--- src/link_param_pkg.sv ---
// constants for the link parameter register slice
package link_param_pkg;

    // ********************************************************
    // bus geometry
    // ********************************************************
    localparam int ADDR_W = 12;
    localparam int DATA_W = 8;

    // ********************************************************
    // register offsets
    // ********************************************************
    localparam logic [11:0] CTRL_RES_OFS = 12'h58f;
    localparam logic [11:0] SUBCLASS_SAMPLE_OFS = 12'h590;
    localparam logic [11:0] SAMPLES_FRAME_OFS = 12'h591;
    localparam logic [11:0] DENSITY_CTRL_OFS = 12'h592;

    // ********************************************************
    // field positions
    // ********************************************************
    localparam int CS_MSB = 7;
    localparam int CS_LSB = 6;
    localparam int RES_MSB = 4;
    localparam int SUBCLASS_MSB = 7;
    localparam int SUBCLASS_LSB = 5;
    localparam int SAMPLE_MSB = 4;
    localparam int FIELD5_MSB = 4;
    localparam int SPF_RSVD_MSB = 7;
    localparam int SPF_RSVD_LSB = 5;
    localparam int HD_BIT = 7;

    // ********************************************************
    // reset values and legal codes
    // ********************************************************
    localparam logic [1:0] CS_RESET = 2'h0;
    localparam logic [4:0] RES_RESET = 5'h0f;
    localparam logic [4:0] RES_CODE_MIN = 5'h06;
    localparam logic [4:0] RES_CODE_MAX = 5'h0f;
    localparam logic [2:0] SUBCLASS_RESET = 3'h1;
    localparam logic [2:0] SUBCLASS_0 = 3'h0;
    localparam logic [2:0] SUBCLASS_1 = 3'h1;
    localparam logic [4:0] SAMPLE_CODE_8 = 5'h07;
    localparam logic [4:0] SAMPLE_CODE_12 = 5'h0b;
    localparam logic [4:0] SAMPLE_CODE_16 = 5'h0f;
    localparam logic [4:0] SAMPLE_RESET = 5'h0f;
    localparam logic [4:0] SPF_RESET = 5'h00;
    localparam logic [2:0] SPF_RSVD_VALUE = 3'h1;
    localparam logic [4:0] CF_VALUE = 5'h00;
    localparam logic [7:0] OCTET_BITS = 8'h08;

    // ********************************************************
    // control-bit lane masks per cs code
    // ********************************************************
    localparam logic [2:0] CTRL_MASK_NONE = 3'h0;
    localparam logic [2:0] CTRL_MASK_ONE = 3'h4;
    localparam logic [2:0] CTRL_MASK_TWO = 3'h6;
    localparam logic [2:0] CTRL_MASK_ALL = 3'h7;

    typedef enum logic [1:0] {
        CS_NONE,
        CS_ONE,
        CS_TWO,
        CS_ALL
    } ctrl_bits_e;

endpackage : link_param_pkg

--- src/jesd_link_param_regs.sv ---
// link parameter register slice: control bits, resolution, subclass, sample layout
//
// Our own choice: the address-and-strobe port.
`timescale 1ns/1ps

module jesd_link_param_regs
    import link_param_pkg::*;
(
    // clock and reset
    input wire logic MCLK_I,
    input wire logic NRST_I,
    // register port
    input wire logic [ADDR_W-1:0] ADDR_I,
    input wire logic [DATA_W-1:0] WR_DATA_I,
    input wire logic WR_I,
    input wire logic RD_I,
    output logic [DATA_W-1:0] RD_DATA_O,
    output logic WR_REJECT_O,
    // link shape from neighbouring settings
    input wire logic [7:0] OCTETS_CODE_I,
    input wire logic [7:0] CONVERTERS_I,
    // link settings to the transmit framer
    output logic [2:0] CTRL_BIT_EN_O,
    output logic [1:0] CTRL_BITS_O,
    output logic [4:0] RESOLUTION_O,
    output logic [2:0] SUBCLASS_O,
    output logic [4:0] SAMPLE_BITS_O,
    output logic [4:0] SAMPLES_PER_FRAME_O,
    output logic HIGH_DENSITY_O
);

    // ********************************************************
    // storage
    // ********************************************************
    // writable fields and their next values
    logic [1:0] cs_reg;
    logic [1:0] cs_next;
    logic [4:0] res_reg;
    logic [4:0] res_next;
    logic [2:0] subclass_reg;
    logic [2:0] subclass_next;
    logic [4:0] sample_reg;
    logic [4:0] sample_next;
    // framer enables, one flop stage behind the cs code
    logic [2:0] ctrl_en_reg;
    logic [2:0] ctrl_en_next;
    // derived fields, refreshed on every edge
    logic [4:0] spf_reg;
    logic hd_reg;
    // register port answer
    logic [DATA_W-1:0] rd_data_reg;
    logic [DATA_W-1:0] rd_data_next;
    logic reject_reg;
    logic reject_next;

    // ********************************************************
    // helpers
    // ********************************************************
    // derived values before their flops
    logic [4:0] spf_next;
    logic hd_next;
    // address hits and field legality of the current write
    logic wr_ctrl_res;
    logic wr_sub_sample;
    logic res_ok;
    logic sample_ok;
    logic subclass_ok;
    // fields cut out of the write data
    logic [4:0] res_wr;
    logic [4:0] sample_wr;
    logic [2:0] subclass_wr;

    // control-bit lane mask for a cs code
    function automatic logic [2:0] ctrl_mask(input logic [1:0] code);
        case (ctrl_bits_e'(code))
            CS_NONE: ctrl_mask = CTRL_MASK_NONE;
            CS_ONE: ctrl_mask = CTRL_MASK_ONE;
            CS_TWO: ctrl_mask = CTRL_MASK_TWO;
            CS_ALL: ctrl_mask = CTRL_MASK_ALL;
            default: ctrl_mask = CTRL_MASK_NONE;
        endcase
    endfunction : ctrl_mask

    // legal bits-per-sample code
    function automatic logic sample_legal(input logic [4:0] code);
        sample_legal = (code == SAMPLE_CODE_8) || (code == SAMPLE_CODE_12) ||
                       (code == SAMPLE_CODE_16);
    endfunction : sample_legal

    // exact address match against one register offset
    function automatic logic reg_hit(input logic [ADDR_W-1:0] addr, input logic [11:0] ofs);
        reg_hit = (addr == ofs);
    endfunction : reg_hit

    // ********************************************************
    // write decode
    // ********************************************************
    // address decode: a write touches at most one register
    always_comb begin
        wr_ctrl_res = WR_I && reg_hit(ADDR_I, CTRL_RES_OFS);
        wr_sub_sample = WR_I && reg_hit(ADDR_I, SUBCLASS_SAMPLE_OFS);
    end

    // fields cut out of the write data at their fixed bit positions
    always_comb begin
        res_wr = WR_DATA_I[RES_MSB:0];
        sample_wr = WR_DATA_I[SAMPLE_MSB:0];
        subclass_wr = WR_DATA_I[SUBCLASS_MSB:SUBCLASS_LSB];
    end

    // illegal codes are dropped field by field so a bad value never reaches the framer
    always_comb begin
        res_ok = (res_wr >= RES_CODE_MIN) && (res_wr <= RES_CODE_MAX);
        sample_ok = sample_legal(sample_wr);
        subclass_ok = (subclass_wr == SUBCLASS_0) || (subclass_wr == SUBCLASS_1);
    end

    // one reject pulse covers both fields; software rereads to see which one held
    always_comb begin
        reject_next = (wr_ctrl_res && !res_ok) ||
                      (wr_sub_sample && !(sample_ok && subclass_ok));
    end

    // ********************************************************
    // next values
    // ********************************************************
    // cs is taken from every write to its register, even one whose resolution is refused
    always_comb begin
        cs_next = cs_reg;
        if (wr_ctrl_res) begin
            cs_next = WR_DATA_I[CS_MSB:CS_LSB];
        end
    end

    // resolution only moves on a legal code, so the framer never sees a bad width
    always_comb begin
        res_next = res_reg;
        if (wr_ctrl_res && res_ok) begin
            res_next = res_wr;
        end
    end

    // subclass moves on its own legal code, whatever the sample field holds
    always_comb begin
        subclass_next = subclass_reg;
        if (wr_sub_sample && subclass_ok) begin
            subclass_next = subclass_wr;
        end
    end

    // bits per sample moves on its own legal code
    always_comb begin
        sample_next = sample_reg;
        if (wr_sub_sample && sample_ok) begin
            sample_next = sample_wr;
        end
    end

    // control-bit enables follow the stored cs code one edge later
    always_comb begin
        ctrl_en_next = ctrl_mask(cs_reg);
    end

    // control bits per sample field
    always_ff @(posedge MCLK_I or negedge NRST_I) begin
        if (!NRST_I) begin
            cs_reg <= CS_RESET;
        end else begin
            cs_reg <= cs_next;
        end
    end

    // converter resolution, stored as bits minus one
    always_ff @(posedge MCLK_I or negedge NRST_I) begin
        if (!NRST_I) begin
            res_reg <= RES_RESET;
        end else begin
            res_reg <= res_next;
        end
    end

    // subclass field
    always_ff @(posedge MCLK_I or negedge NRST_I) begin
        if (!NRST_I) begin
            subclass_reg <= SUBCLASS_RESET;
        end else begin
            subclass_reg <= subclass_next;
        end
    end

    // bits per sample field
    always_ff @(posedge MCLK_I or negedge NRST_I) begin
        if (!NRST_I) begin
            sample_reg <= SAMPLE_RESET;
        end else begin
            sample_reg <= sample_next;
        end
    end

    // reject pulse, one cycle after the refused write
    always_ff @(posedge MCLK_I or negedge NRST_I) begin
        if (!NRST_I) begin
            reject_reg <= 1'b0;
        end else begin
            reject_reg <= reject_next;
        end
    end

    // ********************************************************
    // derived, read-only values
    // ********************************************************
    link_frame_derive u_derive (
        .f_code_i(OCTETS_CODE_I),
        .m_code_i(CONVERTERS_I),
        .np_code_i(sample_reg),
        .s_code_o(spf_next),
        .hd_o(hd_next)
    );

    // registered so software and framer see a settled value; the count trails
    // a change of shape or sample width by one edge, so a read issued right
    // after such a write still returns the old count
    always_ff @(posedge MCLK_I or negedge NRST_I) begin
        if (!NRST_I) begin
            spf_reg <= SPF_RESET;
        end else begin
            spf_reg <= spf_next;
        end
    end

    // high-density flag, same timing as the count
    always_ff @(posedge MCLK_I or negedge NRST_I) begin
        if (!NRST_I) begin
            hd_reg <= 1'b0;
        end else begin
            hd_reg <= hd_next;
        end
    end

    // ********************************************************
    // read path
    // ********************************************************
    // read data stands only in the cycle after the strobe; unmapped reads give zero
    always_comb begin
        rd_data_next = '0;
        if (RD_I) begin
            case (ADDR_I)
                // cs on top, reserved bit 5 reads zero
                CTRL_RES_OFS: begin
                    rd_data_next[CS_MSB:CS_LSB] = cs_reg;
                    rd_data_next[RES_MSB:0] = res_reg;
                end
                // subclass on top, bits per sample below
                SUBCLASS_SAMPLE_OFS: begin
                    rd_data_next[SUBCLASS_MSB:SUBCLASS_LSB] = subclass_reg;
                    rd_data_next[SAMPLE_MSB:0] = sample_reg;
                end
                // fixed upper bits, count minus one below
                SAMPLES_FRAME_OFS: begin
                    rd_data_next[SPF_RSVD_MSB:SPF_RSVD_LSB] = SPF_RSVD_VALUE;
                    rd_data_next[FIELD5_MSB:0] = spf_reg;
                end
                // density flag on top, control-word count below
                DENSITY_CTRL_OFS: begin
                    rd_data_next[HD_BIT] = hd_reg;
                    rd_data_next[FIELD5_MSB:0] = CF_VALUE; // no control words are sent
                end
                default: begin
                    rd_data_next = '0;
                end
            endcase
        end
    end

    // read data flop
    always_ff @(posedge MCLK_I or negedge NRST_I) begin
        if (!NRST_I) begin
            rd_data_reg <= '0;
        end else begin
            rd_data_reg <= rd_data_next;
        end
    end

    // ********************************************************
    // link setting outputs
    // ********************************************************
    // mask is flopped so every output comes straight from a register
    always_ff @(posedge MCLK_I or negedge NRST_I) begin
        if (!NRST_I) begin
            ctrl_en_reg <= CTRL_MASK_NONE;
        end else begin
            ctrl_en_reg <= ctrl_en_next;
        end
    end

    // pins are wired straight to their flops, no logic in between
    assign CTRL_BIT_EN_O = ctrl_en_reg;
    assign CTRL_BITS_O = cs_reg;
    assign RESOLUTION_O = res_reg;
    assign SUBCLASS_O = subclass_reg;
    assign SAMPLE_BITS_O = sample_reg;
    assign SAMPLES_PER_FRAME_O = spf_reg;
    assign HIGH_DENSITY_O = hd_reg;
    assign RD_DATA_O = rd_data_reg;
    assign WR_REJECT_O = reject_reg;

endmodule : jesd_link_param_regs

--- src/link_frame_derive.sv ---
// derives samples per frame cycle and high-density flag from link shape
`timescale 1ns/1ps
module link_frame_derive
    import link_param_pkg::*;
(
    // link shape from neighbouring settings
    input wire logic [7:0] f_code_i,
    input wire logic [7:0] m_code_i,
    input wire logic [4:0] np_code_i,
    // derived values
    output logic [4:0] s_code_o,
    output logic hd_o
);

    // ********************************************************
    // arithmetic
    // ********************************************************
    logic [15:0] frame_bits;
    logic [15:0] conv_bits;
    logic [15:0] samples;

    // unsigned quotient, zero divisor yields zero
    function automatic logic [15:0] quot(input logic [15:0] num, input logic [15:0] den);
        quot = (den == 16'h0000) ? 16'h0000 : num / den;
    endfunction : quot

    // one frame carries (f+1) octets on every lane of the link
    always_comb begin
        frame_bits = 16'((f_code_i + 9'h001) * OCTET_BITS);
        conv_bits = 16'(m_code_i * (np_code_i + 6'h01));
        samples = quot(frame_bits, conv_bits);
    end

    // field holds count minus one; an empty or oversized result clamps
    always_comb begin
        if (samples == 16'h0000) begin
            s_code_o = SPF_RESET;
        end else if (samples > 16'h0020) begin
            s_code_o = 5'h1f;
        end else begin
            s_code_o = 5'(samples - 16'h0001);
        end
    end

    // a sample wider than one frame must spread over lanes
    assign hd_o = (frame_bits < 16'(np_code_i + 6'h01));

endmodule : link_frame_derive

--- config.mk ---
export PLATFORM = sky130hd
export DESIGN_NAME = jesd_link_param_regs
export DESIGN_NICKNAME = d
export VERILOG_FILES = /design/src/link_param_pkg.sv /design/src/jesd_link_param_regs.sv /design/src/link_frame_derive.sv
export SDC_FILE = /design/constraint.sdc
export NUM_CORES = 1
export LEC_CHECK = 0
export BUFFER_PORTS_ARGS = -buffer_cell sky130_fd_sc_hd__buf_4
export CORE_AREA = 4 4 196 103
export CTS_CLUSTER_SIZE = 8
export DETAILED_ROUTE_END_ITERATION = 7
export DIE_AREA = 0 0 200 107
export PLACE_DENSITY = 0.89
export SYNTH_ARGS = -nofsm -noshare
export SYNTH_HDL_FRONTEND = slang
export SYNTH_SLANG_ARGS = --single-unit
--- constraint.sdc ---
create_clock -name MCLK_I -period 33.6 [get_ports MCLK_I]
set_input_delay 1.68 -clock MCLK_I [delete_from_list [all_inputs] [get_ports MCLK_I]]
set_output_delay 1.68 -clock MCLK_I [all_outputs]
set_load 0.05 [all_outputs]
# Yosys cells after proc, flatten, opt, wreduce, memory -nomap -nowiden
# Index checks and enable logic that the tools add are counted.
# Widths: inputs -> output; s select.
[op_classes]
n_addsub = 3
multipliers = 1
div = 1
magnitude_cmp = 4
eq_ne = 11
mux = 9
reduce_logical = 19
[op_table]
columns = ["cell", "n"]
rows = [
  ["$eq 12x11->1 const B", 4],
  ["$logic_not 16->1", 2],
  ["$div 16x16->16", 1],
  ["$gt 16x6->1 const B", 1],
  ["$lt 16x16->1", 1],
  ["$mul 8x16->16", 1],
  ["$mux 16", 1],
  ["$pmux 5 s3", 1],
  ["$pmux 3 s4", 1],
  ["$eq 5x4->1 const B", 2],
  ["$mux 5", 2],
  ["$add 8x1->9 const B", 1],
  ["$logic_and 1x1->1", 9],
  ["$mux 8", 1],
  ["$add 5x1->6 const B", 1],
  ["$eq 5x3->1 const B", 1],
  ["$ge 5x3->1 const B", 1],
  ["$le 5x4->1 const B", 1],
  ["$sub 5x1->5 const B", 1],
  ["$eq 2x2->1 const B", 2],
  ["$logic_or 1x1->1", 4],
  ["$pmux 1 s2", 2],
  ["$eq 3x1->1 const B", 1],
  ["$logic_not 3->1", 1],
  ["other kinds (4)", 5],
]
[word_totals]
reg_bits = 33
out_inout_bits = 33

# Depth between registers and ports, before layout
# Gate-level depths: netlist (run 1).
[logic_depth]
depth_word = 7
ltp_mapped = 159
mapped_depth_nobuf = 144

# Modules after synthesis
# From an unflattened synthesis (run 1), not the netlist that was laid out.
[unflattened]
hier_cells = 1451
area_unflattened_um2 = 11178.2
[modules_own_cells]
columns = ["module", "n_inst", "cells_each", "area_per_inst_um2"]
rows = [
  ["link_frame_derive", 1, 1351, 9783.1],
  ["jesd_link_param_regs", 1, 100, 1395.1],
]

# Worst setup path before layout (run 1)
# No wires, ideal clock.
[synth_timing]
path_type = "input to register"
from = "input CONVERTERS_I[4]"
to = "register spf_reg[0], in the netlist SAMPLES_PER_FRAME_O[0]"
setup_time_ps = 131
arrival_ps = 31365
path_slack_ps = 2103
stages = 141
path_buffers = 11
path_cell_list = "nand2_1 fa_1 inv_1 fa_1 inv_1 fa_1 inv_1 ha_1 clkbuf_1 a21o_1 a21o_1 a221oi_1 o22ai_2 inv_2 and3_1 buf_2 buf_2 nand3_1 (+105 left out) o31a_1 nor2_1 or3_1 ha_1 a21o_1 a21o_1 a21oi_1 nor4b_1 and3_1 o311ai_0 a2bb2oi_1 nor2_1 o21ai_1 ha_1 and4_1 nand2_1 o21ai_0 o31ai_1"
[synth_via]
elab_chain_len = 6
[synth_rtl]
columns = ["item", "line_no", "source"]
rows = [
  ["start: declaration", "jesd_link_param_regs.sv:21", "input wire logic [7:0] CONVERTERS_I,"],
  ["$mul 8x16->16 *", "link_frame_derive.sv:30", "conv_bits = 16'(m_code_i * (np_code_i + 6'h01));"],
  ["$div 16x16->16 or $logic_not 16->1 (tied branches)", "link_frame_derive.sv:24", "quot = (den == 16'h0000) ? 16'h0000 : num / den;"],
  ["$mux 16 *", "link_frame_derive.sv:24", ""],
  ["$gt 16x6->1 or $sub 5x1->5 (tied branches)", "link_frame_derive.sv:38, link_frame_derive.sv:41", ""],
  ["$mux 5", "link_frame_derive.sv:38", "end else if (samples > 16'h0020) begin"],
  ["$mux 5 *", "link_frame_derive.sv:36", "if (samples == 16'h0000) begin"],
  ["named net spf_next[0]", "jesd_link_param_regs.sv:60", "logic [4:0] spf_next;"],
  ["end signal: assignment", "jesd_link_param_regs.sv:227", "spf_reg <= spf_next;"],
  ["end: declaration", "jesd_link_param_regs.sv:48", "logic [4:0] spf_reg;"],
]
# The timed path passes the listed nets; every way through them passes the cells marked *.
# A chain may end at the register's enable or synchronous reset.

# Worst setup path in the final report (run 1)
[layout_timing]
from = "input CONVERTERS_I[2]"
to = "register spf_reg[0], in the netlist SAMPLES_PER_FRAME_O[0]"
# Same word-level chain as after synthesis.

==> run metrics, run 1 <==
run status=finished clean; number of max-cap violations=0; Yosys reg bits=33; worst rel slew slack=slightly above 30%; post-layout util=68.3%; Layout Nets=1,797; final hold viol count=0; Final Skew=4.60 ps; Hold Worst Slack=slightly above 500 ps; largest fanout on the critical path=18; endpoint kind of the worst setup timing path=register; worst endpoint data arrival time=32,290 ps; Max Fclk=31.1 MHz; layout cells sized above 1=between 10% and 20%; number of placed cells counting well taps=1,786; routed length per placed instance=21.3 µm; Detailed Routing Iterations Pass 1=8; number of instances on the worst hold path=0; slowest stage cell on the critical path=sky130_fd_sc_hd__a32oi_1; CTS clk-pin slew, worst paths=roughly 60 ps; WL final=38,500 µm; number of DRC violations after detailed-routing iteration 0=between 1,000 and 1,500; half-perimeter wire length of the detailed placement result=just over 30,000 µm; unique cell type count in the Yosys netlist=90; syn avg cell area=7.44 µm²; Routability Congestion=between 1 and 1.5; total count of max-transition violations in the final report=0; library cell appearing most often on the critical path=sky130_fd_sc_hd__ha_1; cell at the root of the clock tree=sky130_fd_sc_hd__clkbuf_16; proportion of synthesized chip area in sequential cells=7.67%; post-route ant nets=0; Residual DRC=0; depth of the worst register-to-register path=143; gate count of the mapped netlist=1,467; top-level I/O count=73; H-tree levels=2; Clock Tree Buf Depth=2; highest cell delay on the worst timing path=560 ps; placeable core region=between 15,000 and 20,000 µm²; die footprint=21,400 µm²; CP required=33,750 ps; count of placed standard cells in the final layout, fillers left out=1,807; maximum number of pins on one net before global-route repair=34; final worst path period share=95.6%; multiplexer area fraction after synthesis=4.89%; number of global-route vias before repair=11,800; Synth Area in Compound Gates=roughly 27%; relative area change from synthesis to final layout=14.4%; overall routing resource usage=34.7%; Ant. Diodes=0; wire length of the first global-routing pass=60,600 µm; Async S/R FF share, synth=100%; netlist area before placement=10,900 µm²; fraction of the mapped netlist area in simple logic gates=24.2%; CTS tree=done; clock latency at the later pin of the worst-skew pair=280 ps; fraction of the mapped netlist area in adder cells=23.7%; count of endpoints failing setup in the final report=0; Placement Rows=35; nature of the critical path startpoint=input pin; endpoint of the worst register-to-register path=SAMPLES_PER_FRAME_O[0]$_DFF_PN0_; worst reg-to-reg setup slack=1600 ps; final critical delay including setup and external delays=32,140 ps; Congestion Overflow GR=0; worst hold path type=register to register; beginning of the worst register-to-register path=SAMPLE_BITS_O[0]$_DFFE_PN1P_; width of the die=200 µm; synthesis warning total=0; slew at the pin closest to its max-slew limit=1040 ps; classification of the worst setup path=input pin to register; Fillers=1,493; Post-Synth XOR/XNOR Area=7.15%; number of buffers inserted during clock tree synthesis=5; Initial Util=between 50 and 60%; worst-case hold path end point=CTRL_BIT_EN_O[1]$_DFF_PN0_; antenna violations before repair=0; number of vias per cell after detailed routing=6.84; dominant combinational cell family by area after synthesis=compound AO/OA/AOI/OAI gates; DR vias=about 12,000; Die H=107 µm; startpoint of the tightest hold check path=CTRL_BITS_O[1]$_DFFE_PN0P_; total number of clock tree sinks=33; number of flops mapped to enable cells by yosys=0; most instantiated flip-flop cell in the synthesis netlist=sky130_fd_sc_hd__dfrtp_1; count of port buffers added during placement=72
layout make-up:
cell class / count / area [µm²] / area share (%)
clock inverter: 3 / 46.3 / 0.371
inverter: 96 / 368 / 2.95
clock buffer: 5 / 125 / 1.00
multi-input combinational: 1297 / 9790 / 78.5
tap: 240 / 300 / 2.41
timing repair buffer: 133 / 1010 / 8.10
sequential: 33 / 837 / 6.71
cell usage in the layout, fill, tap and decap left out, types with 31 or more instances in the layout:
master	count
sky130_fd_sc_hd__nor2_1	107
sky130_fd_sc_hd__a21oi_1	103
sky130_fd_sc_hd__a21o_1	45
sky130_fd_sc_hd__nand2_1	128
sky130_fd_sc_hd__xnor2_1	52
sky130_fd_sc_hd__buf_4	132
sky130_fd_sc_hd__mux2_2	34
sky130_fd_sc_hd__nand3_1	53
sky130_fd_sc_hd__xor2_1	35
sky130_fd_sc_hd__o21ai_0	68
sky130_fd_sc_hd__and2_1	54
sky130_fd_sc_hd__nor3_1	31
sky130_fd_sc_hd__ha_1	163
sky130_fd_sc_hd__inv_1	94
worst max-delay path by stage:
stage	startpoint	to	slack, ps	cells past startpoint
4_1_cts	CONVERTERS_I[4]	SAMPLES_PER_FRAME_O[0]$_DFF_PN0_	5	133
3_5_place_dp	CONVERTERS_I[4]	SAMPLES_PER_FRAME_O[0]$_DFF_PN0_	-420	132
2_1_floorplan	CONVERTERS_I[4]	SAMPLES_PER_FRAME_O[0]$_DFF_PN0_	2100	141
6_report	CONVERTERS_I[2]	SAMPLES_PER_FRAME_O[0]$_DFF_PN0_	1460	140
3_3_place_gp	CONVERTERS_I[2]	SAMPLES_PER_FRAME_O[0]$_DFF_PN0_	390	132
5_1_grt	CONVERTERS_I[2]	SAMPLES_PER_FRAME_O[0]$_DFF_PN0_	-200	142
worst max-delay path, delay by kind of cell:
family          cells  cell delay [ps]
buf+inv            12             1820
compound gates     65            13170
simple gates       38             6830
fa+ha+maj          19             6590
mux                 6             2210
per-stage QoR:
stage / cell area, µm² / TNS, ps / setup WS [ps]
after floorplan: 10900 / 0 / 2100
after global placement: 11900 / 0 / 387
after detailed placement: 11900 / -1160 / -421
after CTS: 12100 / 0 / 5.20
after global routing: 12500 / -417 / -200
final: 12500 / 0 / 1460
flip-flops by register name, summed over array words and instances (netlist names):
register,cells
CTRL_BITS_O,2
RESOLUTION_O,5
SUBCLASS_O,3
HIGH_DENSITY_O,1
SAMPLE_BITS_O,5
CTRL_BIT_EN_O,3
SAMPLES_PER_FRAME_O,5
RD_DATA_O,8
WR_REJECT_O,1
cell usage after synthesis (32+ instances only):
master	number	share of area (%)
sky130_fd_sc_hd__xor2_1	36	2.9
sky130_fd_sc_hd__a21oi_1	110	5.0
sky130_fd_sc_hd__nand3_1	56	2.6
sky130_fd_sc_hd__and2_1	54	3.1
sky130_fd_sc_hd__o21ai_0	75	3.4
sky130_fd_sc_hd__ha_1	165	19
sky130_fd_sc_hd__xnor2_1	53	4.3
sky130_fd_sc_hd__mux2_2	34	3.5
sky130_fd_sc_hd__nand2_1	129	4.4
sky130_fd_sc_hd__nor3_1	32	1.5
sky130_fd_sc_hd__inv_1	94	3.2
sky130_fd_sc_hd__a21o_1	45	3.1
sky130_fd_sc_hd__nor2_1	112	3.9
repair_timing:
| action | in CTS | in global routing |
|---|---|---|
| hold buffers | 0 | 0 |
| buffers inserted | 0 | 13 |
| gates resized for setup | 3 | 64 |
| setup endpoints to repair | 3 | 5 |
| hold endpoints to repair | 0 | 0 |
| pin swaps | 0 | 11 |
layer usage:
metal  GRT usage (%)  up-vias  share of wire, %
li1                -     5613                 -
met1            46.2     5785                40
met2            56.4      815                43
met3            7.00      153                13
met4            11.3        0               3.8
met5               0        -                 0
logic make-up (layout without fill, tap and decap cells):
group,Yosys count,in the layout
other,1,4
flip-flops,33,33
multiplexers,49,49
XOR/XNOR,89,89
buffers and inverters,140,237
AO/OA/AOI/OAI,438,438
adder cells (fa/ha/maj),191,191
AND/OR/NAND/NOR,526,526
Power of run 1 is left out: the tool's default activity adds up to more than one toggle a clock period on the data nets, which glitch-free logic cannot reach.
==> run 2: changes to the inputs <==
--- a/config.mk
+++ b/config.mk
@@ -6,10 +6,10 @@
 export NUM_CORES = 1
 export LEC_CHECK = 0
 export BUFFER_PORTS_ARGS = -buffer_cell sky130_fd_sc_hd__buf_4
-export CORE_AREA = 4 4 196 103
+export CORE_AREA = 2 2 194 101
 export CTS_CLUSTER_SIZE = 8
 export DETAILED_ROUTE_END_ITERATION = 7
-export DIE_AREA = 0 0 200 107
+export DIE_AREA = 0 0 196 103
 export PLACE_DENSITY = 0.89
 export SYNTH_ARGS = -nofsm -noshare
 export SYNTH_HDL_FRONTEND = slang
==> run 2 against run 1 <==
Sequential cell count is the same; global-route usage grew 6.7 points; critical path depth unchanged; via count increased by 2.8%; largest cell class unchanged; utilization rose by 0.13 points; the flow now finishes with violations (design-rule violations); wire length rose by 11%; register-to-register slack lost 460 ps; clock skew fell by 3.5 ps; design area up 2.8%.
==> run metrics, run 2 (synthesis results as in run 1) <==
Clock Tree Buf Depth=2 (unchanged); count of placed standard cells in the final layout, fillers left out=1,858 (+2.8%); worst setup path startpoint=CONVERTERS_I[2]; die footprint=20,200 µm² (-5.7%); DR vias=12,700 (+2.8%); number of global-route vias before repair=11,500 (-2.6%); routed length per placed instance=22.9 µm (+7.6%); number of vias per cell after detailed routing=6.84 (about the same); total count of max-transition violations in the final report=0 (unchanged); endpoint of the worst register-to-register path=SAMPLES_PER_FRAME_O[0]$_DFF_PN0_; Ant. Diodes=0 (unchanged); endpoint kind of the worst setup timing path=register; total number of clock tree sinks=33 (unchanged); width of the die=196 µm (-2.0%); Placement Rows=36 (+2.9%); number of max-cap violations=0 (unchanged); Residual DRC=23 (+23); library cell appearing most often on the critical path=sky130_fd_sc_hd__ha_1; worst endpoint data arrival time=32,700 ps (+410 ps); startpoint of the tightest hold check path=CTRL_BITS_O[1]$_DFFE_PN0P_; most common library cell in the layout ignoring fill and taps=sky130_fd_sc_hd__buf_4; classification of the worst setup path=input pin to register; worst-case hold path end point=CTRL_BIT_EN_O[1]$_DFF_PN0_; Layout Nets=1,841 (+2.4%); beginning of the worst register-to-register path=SAMPLE_BITS_O[0]$_DFFE_PN1P_; count of port buffers added during placement=72 (unchanged); WL final=42,500 µm (+11%); worst reg-to-reg setup slack=1140 ps (-460 ps); CTS clk-pin slew, worst paths=50 ps (about the same); Initial Util=58.2% (-1.5 points); post-layout util=68.5% (+0.13 points); largest fanout on the critical path=10 (-8); worst hold path type=register to register; sum of met3 wire segment lengths after detailed routing=7570 µm (+56%); clock latency at the later pin of the worst-skew pair=270 ps (about the same); final worst path period share=96.9% (+1.3 points); maximum number of pins on one net before global-route repair=34 (unchanged); slew at the pin closest to its max-slew limit=1020 ps (-14.9 ps); run status=finished, violations left; count of endpoints failing setup in the final report=0 (unchanged); number of placed cells counting well taps=1,838 (+2.9%); number of buffers inserted during clock tree synthesis=5 (unchanged); slowest stage cell on the critical path=sky130_fd_sc_hd__fa_1; total met2 wirelength after detailed routing=15,500 µm (-6.5%); Routability Congestion=1.09 (+1.6%); final hold viol count=0 (unchanged); H-tree levels=2 (unchanged); wire length of the first global-routing pass=64,900 µm (+7.1%); highest metal layer with signal wires=met5; Max Fclk=30.7 MHz (-1.3%); layout cells sized above 1=20.0% (+2.3 points); final critical delay including setup and external delays=32,570 ps (+430 ps); overall routing resource usage=41.4% (+6.7 points); Detailed Routing Iterations Pass 1=8 (unchanged); antenna violations before repair=1 (+1); placeable core region=18,700 µm² (+2.6%); highest cell delay on the worst timing path=550 ps (about the same); half-perimeter wire length of the detailed placement result=33,900 µm (+11%); CTS tree=done; CP required=33,740 ps (about the same); cell at the root of the clock tree=sky130_fd_sc_hd__clkbuf_16; depth of the worst register-to-register path=141 (-1.4%); worst rel slew slack=31.8% (+1.5 points); wire length on met1=18,200 µm (+17%); nature of the critical path startpoint=input pin; violations in the final reports=design-rule violations; relative area change from synthesis to final layout=17.6%; Final Skew=1.12 ps (-3.47 ps); Congestion Overflow GR=0 (unchanged); commonest cells after routing, fill and taps aside=176 x sky130_fd_sc_hd__buf_4, 162 x sky130_fd_sc_hd__ha_1, 128 x sky130_fd_sc_hd__nand2_1, 109 x sky130_fd_sc_hd__nor2_1, 103 x sky130_fd_sc_hd__a21oi_1; top-level I/O count=73 (unchanged); number of DRC violations after detailed-routing iteration 0=1,740 (+17%); Die H=103 µm (-3.7%); number of instances on the worst hold path=0 (unchanged); Fillers=1,527 (+2.3%); post-route ant nets=0 (unchanged); number of flip-flops in the largest register=8 (unchanged)
==> run 2: cell type report <==
cell class / count / area, µm² / area share (%)
clock buffer: 7 / 153 / 1.19
clock inverter: 1 / 5.00 / 0.0390
inverter: 96 / 368 / 2.87
multi-input combinational: 1298 / 9830 / 76.7
sequential: 33 / 837 / 6.53
tap: 247 / 309 / 2.41
timing repair buffer: 176 / 1320 / 10.3
==> run 2: metrics by stage <==
step	worst slack [ps]	hold slack, ps	area [µm²]	TNS, ps
floorplan	2100	641	10900	0
global placement	467	476	12300	0
detailed placement	-828	492	12300	-3420
CTS	4.72	495	12500	0
global route	-226	510	12800	-587
finish	1030	494	12800	0
==> run 2: routing by layer <==
layer | vias up | GRT usage, %
met4 | 2 | 11.0
met5 | - | 0
met2 | 1003 | 55.8
met3 | 122 | 17.3
li1 | 5710 | -
met1 | 5874 | 59.4
==> run 2: how the worst max path moves through the flow <==
stage	endpoint	slack, ps	cells after the start
after floorplan	SAMPLES_PER_FRAME_O[0]$_DFF_PN0_	2100	141
after global placement	SAMPLES_PER_FRAME_O[0]$_DFF_PN0_	470	136
after detailed placement	SAMPLES_PER_FRAME_O[3]$_DFF_PN0_	-830	134
after CTS	SAMPLES_PER_FRAME_O[0]$_DFF_PN0_	5	136
after global routing	SAMPLES_PER_FRAME_O[3]$_DFF_PN0_	-230	140
final	SAMPLES_PER_FRAME_O[0]$_DFF_PN0_	1030	140
==> run 2: timing repair <==
action | in CTS | in global routing
setup endpoints to repair | 5 | 5
cloned | 0 | 1
hold buffers | 0 | 0
pin swaps | 1 | 13
gates resized for setup | 9 | 63
hold endpoints to repair | 0 | 0
buffers inserted | 1 | 10
==> run 2: critical path: cells and delay by family <==
family | cells | cell delay, ps
muxes | 6 | 2260
buffers and inverters | 15 | 2330
adders and majority gates | 19 | 6440
AOI/OAI and AO/OA | 63 | 13890
and+or+nand+nor | 37 | 6030
Power of run 2 is left out for the same reason.
==> run 3: changes to the inputs <==
--- a/config.mk
+++ b/config.mk
@@ -5,12 +5,12 @@
 export SDC_FILE = /design/constraint.sdc
 export NUM_CORES = 1
 export LEC_CHECK = 0
-export BUFFER_PORTS_ARGS = -buffer_cell sky130_fd_sc_hd__buf_4
 export CORE_AREA = 2 2 194 101
 export CTS_CLUSTER_SIZE = 8
 export DETAILED_ROUTE_END_ITERATION = 7
 export DIE_AREA = 0 0 196 103
-export PLACE_DENSITY = 0.89
+export DONT_BUFFER_PORTS = 1
+export PLACE_DENSITY_LB_ADDON = 0.25
 export SYNTH_ARGS = -nofsm -noshare
 export SYNTH_HDL_FRONTEND = slang
 export SYNTH_SLANG_ARGS = --single-unit
==> run 3 against run 2 <==
Setup slack got worse by 61 ps; critical path depth increased by 3; first-iteration DRC count decreased by 2.8%; design area decreased by 5.4%; register-to-register slack got worse by 170 ps; non-clock buffer count decreased by 116; via count decreased by 6.1%; wire length decreased by 5.7%; the flow now finishes without violations; fmax decreased by 0.19%; die area unchanged; sequential cell count unchanged; global-route usage decreased by 3.4 points.
==> run metrics, run 3 (synthesis results as in run 1) <==
run status=finished clean; number of buffers inserted during clock tree synthesis=5 (unchanged); Residual DRC=0 (-100%); number of flip-flops in the largest register=8 (unchanged); library cell appearing most often on the critical path=sky130_fd_sc_hd__ha_1; Max Fclk=30.6 MHz (-0.19%); worst reg-to-reg setup slack=970 ps (-170 ps); number of instances on the worst hold path=2 (+2); width of the die=196 µm (unchanged); Clock Tree Buf Depth=2 (unchanged); most common library cell in the layout ignoring fill and taps=sky130_fd_sc_hd__ha_1; final hold viol count=0 (unchanged); Layout Nets=1,725 (-6.3%); highest cell delay on the worst timing path=740 ps (+190 ps); worst hold path type=register to register; final critical delay including setup and external delays=32,630 ps (+61.4 ps); worst rel slew slack=28.7% (-3.1 points); number of global-route vias before repair=10,300 (-11%); wire length of the first global-routing pass=59,400 µm (-8.5%); routed length per placed instance=23.0 µm (+0.41%); sum of met3 wire segment lengths after detailed routing=6830 µm (-9.7%); classification of the worst setup path=register to register; count of endpoints failing setup in the final report=0 (unchanged); nature of the critical path startpoint=register; number of DRC violations after detailed-routing iteration 0=1,691 (-2.8%); Placement Rows=36 (unchanged); slew at the pin closest to its max-slew limit=1070 ps (+46.0 ps); overall routing resource usage=38.0% (-3.4 points); clock latency at the later pin of the worst-skew pair=280 ps (about the same); number of stages on the worst setup path=143 (+2.1%); DR vias=11,900 (-6.1%); relative area change from synthesis to final layout=11.2%; count of port buffers added during placement=0 (-100%); cell at the root of the clock tree=sky130_fd_sc_hd__clkbuf_16; Final Skew=3.40 ps (+2.27 ps); total met2 wirelength after detailed routing=14,500 µm (-6.3%); Detailed Routing Iterations Pass 1=6 (-2); antenna violations before repair=2 (+1); number of vias per cell after detailed routing=6.84 (about the same); number of max-cap violations=0 (unchanged); die footprint=20,200 µm² (unchanged); final worst path period share=97.1% (+0.18 points); maximum number of pins on one net before global-route repair=34 (unchanged); Initial Util=58.2% (unchanged); Die H=103 µm (unchanged); Hold Worst Slack=723 ps (+230 ps); layout cells sized above 1=15.0% (-5.1 points); post-route ant nets=0 (unchanged); total number of clock tree sinks=33 (unchanged); H-tree levels=2 (unchanged); CP required=33,740 ps (about the same); wire length on met1=18,000 µm (-1.0%); commonest cells after routing, fill and taps aside=158 x sky130_fd_sc_hd__ha_1, 129 x sky130_fd_sc_hd__nand2_1, 107 x sky130_fd_sc_hd__nor2_1, 103 x sky130_fd_sc_hd__a21oi_1, 94 x sky130_fd_sc_hd__inv_1; slowest stage cell on the critical path=sky130_fd_sc_hd__dfstp_4; top-level I/O count=73 (unchanged); CTS tree=done; highest metal layer with signal wires=met4; placeable core region=18,700 µm² (unchanged); largest fanout on the critical path=15 (+5); Routability Congestion=1.06 (-2.4%); worst endpoint data arrival time=32,770 ps (+70 ps); endpoint kind of the worst setup timing path=register; Placement Setup Slack=-1380 ps (-553 ps); cts-stage hold buffer count=0 (unchanged); half-perimeter wire length of the detailed placement result=31,500 µm (-7.0%); Largest delay share family, worst path=compound AO/OA/AOI/OAI gates; depth of the worst register-to-register path=143 (+1.4%); WP buf/inv=11 (-4); CTS clk-pin slew, worst paths=50 ps (about the same); total count of max-transition violations in the final report=0 (unchanged); WL final=40,100 µm (-5.7%); Congestion Overflow GR=0 (unchanged); worst-case setup margin in the final layout=972 ps (-61.4 ps)
[run 3: cell types whose count changed in the layout (fill, tap and decap cells not counted), sizes merged]
cell	change
diode	+2
clkinv	-1
and3	-1
clkbuf	+1
buf	-117
xnor2	+1
bufinv	+1
[run 3: per-stage QoR]
| step | instances | util [%] | instance area (µm²) | setup TNS (ps) |
|---|---|---|---|---|
| detailed placement | 1720 | 60.9 | 11400 | -6020 |
| global route | 1744 | 64.8 | 12100 | -364 |
| global placement | 1720 | 60.9 | 11400 | -3790 |
| floorplan | 1470 | - | 10900 | 0 |
| finish | 1744 | 64.8 | 12100 | 0 |
| CTS | 1729 | 62.1 | 11600 | 0 |
[run 3: area by class of cell]
type,count,area [µm²]
Inverter,96,368
Timing Repair Buffer,60,449
Sequential cell,33,846
Fill cell,1610,6610
Antenna cell,2,5.00
Clock buffer,7,143
Clock inverter,1,30.0
Multi-Input combinational cell,1298,9980
Tap cell,247,309
[run 3: layer usage]
layer  vias up  global-route usage [%]
li1       5474                       -
met1      5478                    58.2
met2       916                    49.7
met3        67                    13.0
met4         0                    7.28
met5         -                       0
[run 3: final timing paths]
check / from / to
worst max-delay path: SAMPLE_BITS_O[1]$_DFFE_PN1P_ / SAMPLES_PER_FRAME_O[0]$_DFF_PN0_
worst min-delay path: SUBCLASS_O[0]$_DFFE_PN1P_ / RD_DATA_O[5]$_DFF_PN0_
worst max register to register: SAMPLE_BITS_O[1]$_DFFE_PN1P_ / SAMPLES_PER_FRAME_O[0]$_DFF_PN0_
worst min register to register: SUBCLASS_O[0]$_DFFE_PN1P_ / RD_DATA_O[5]$_DFF_PN0_
max in group asynchronous: NRST_I / SAMPLE_BITS_O[3]$_DFFE_PN1P_
min in group asynchronous: NRST_I / RD_DATA_O[2]$_DFF_PN0_
[run 3: worst min-delay path, delay by kind of cell, from the launching register on]
family	cells	cell delay, ps
flip-flops	1	450
AO/OA/AOI/OAI	1	190
AND/OR/NAND/NOR	1	40
[run 3: repair_timing]
item	CTS	global route
pin swaps	1	13
gates resized for setup	13	82
endpoints found under the setup margin	5	5
setup buffers	1	12
gates cloned	0	1
Power of run 3 is left out for the same reason.
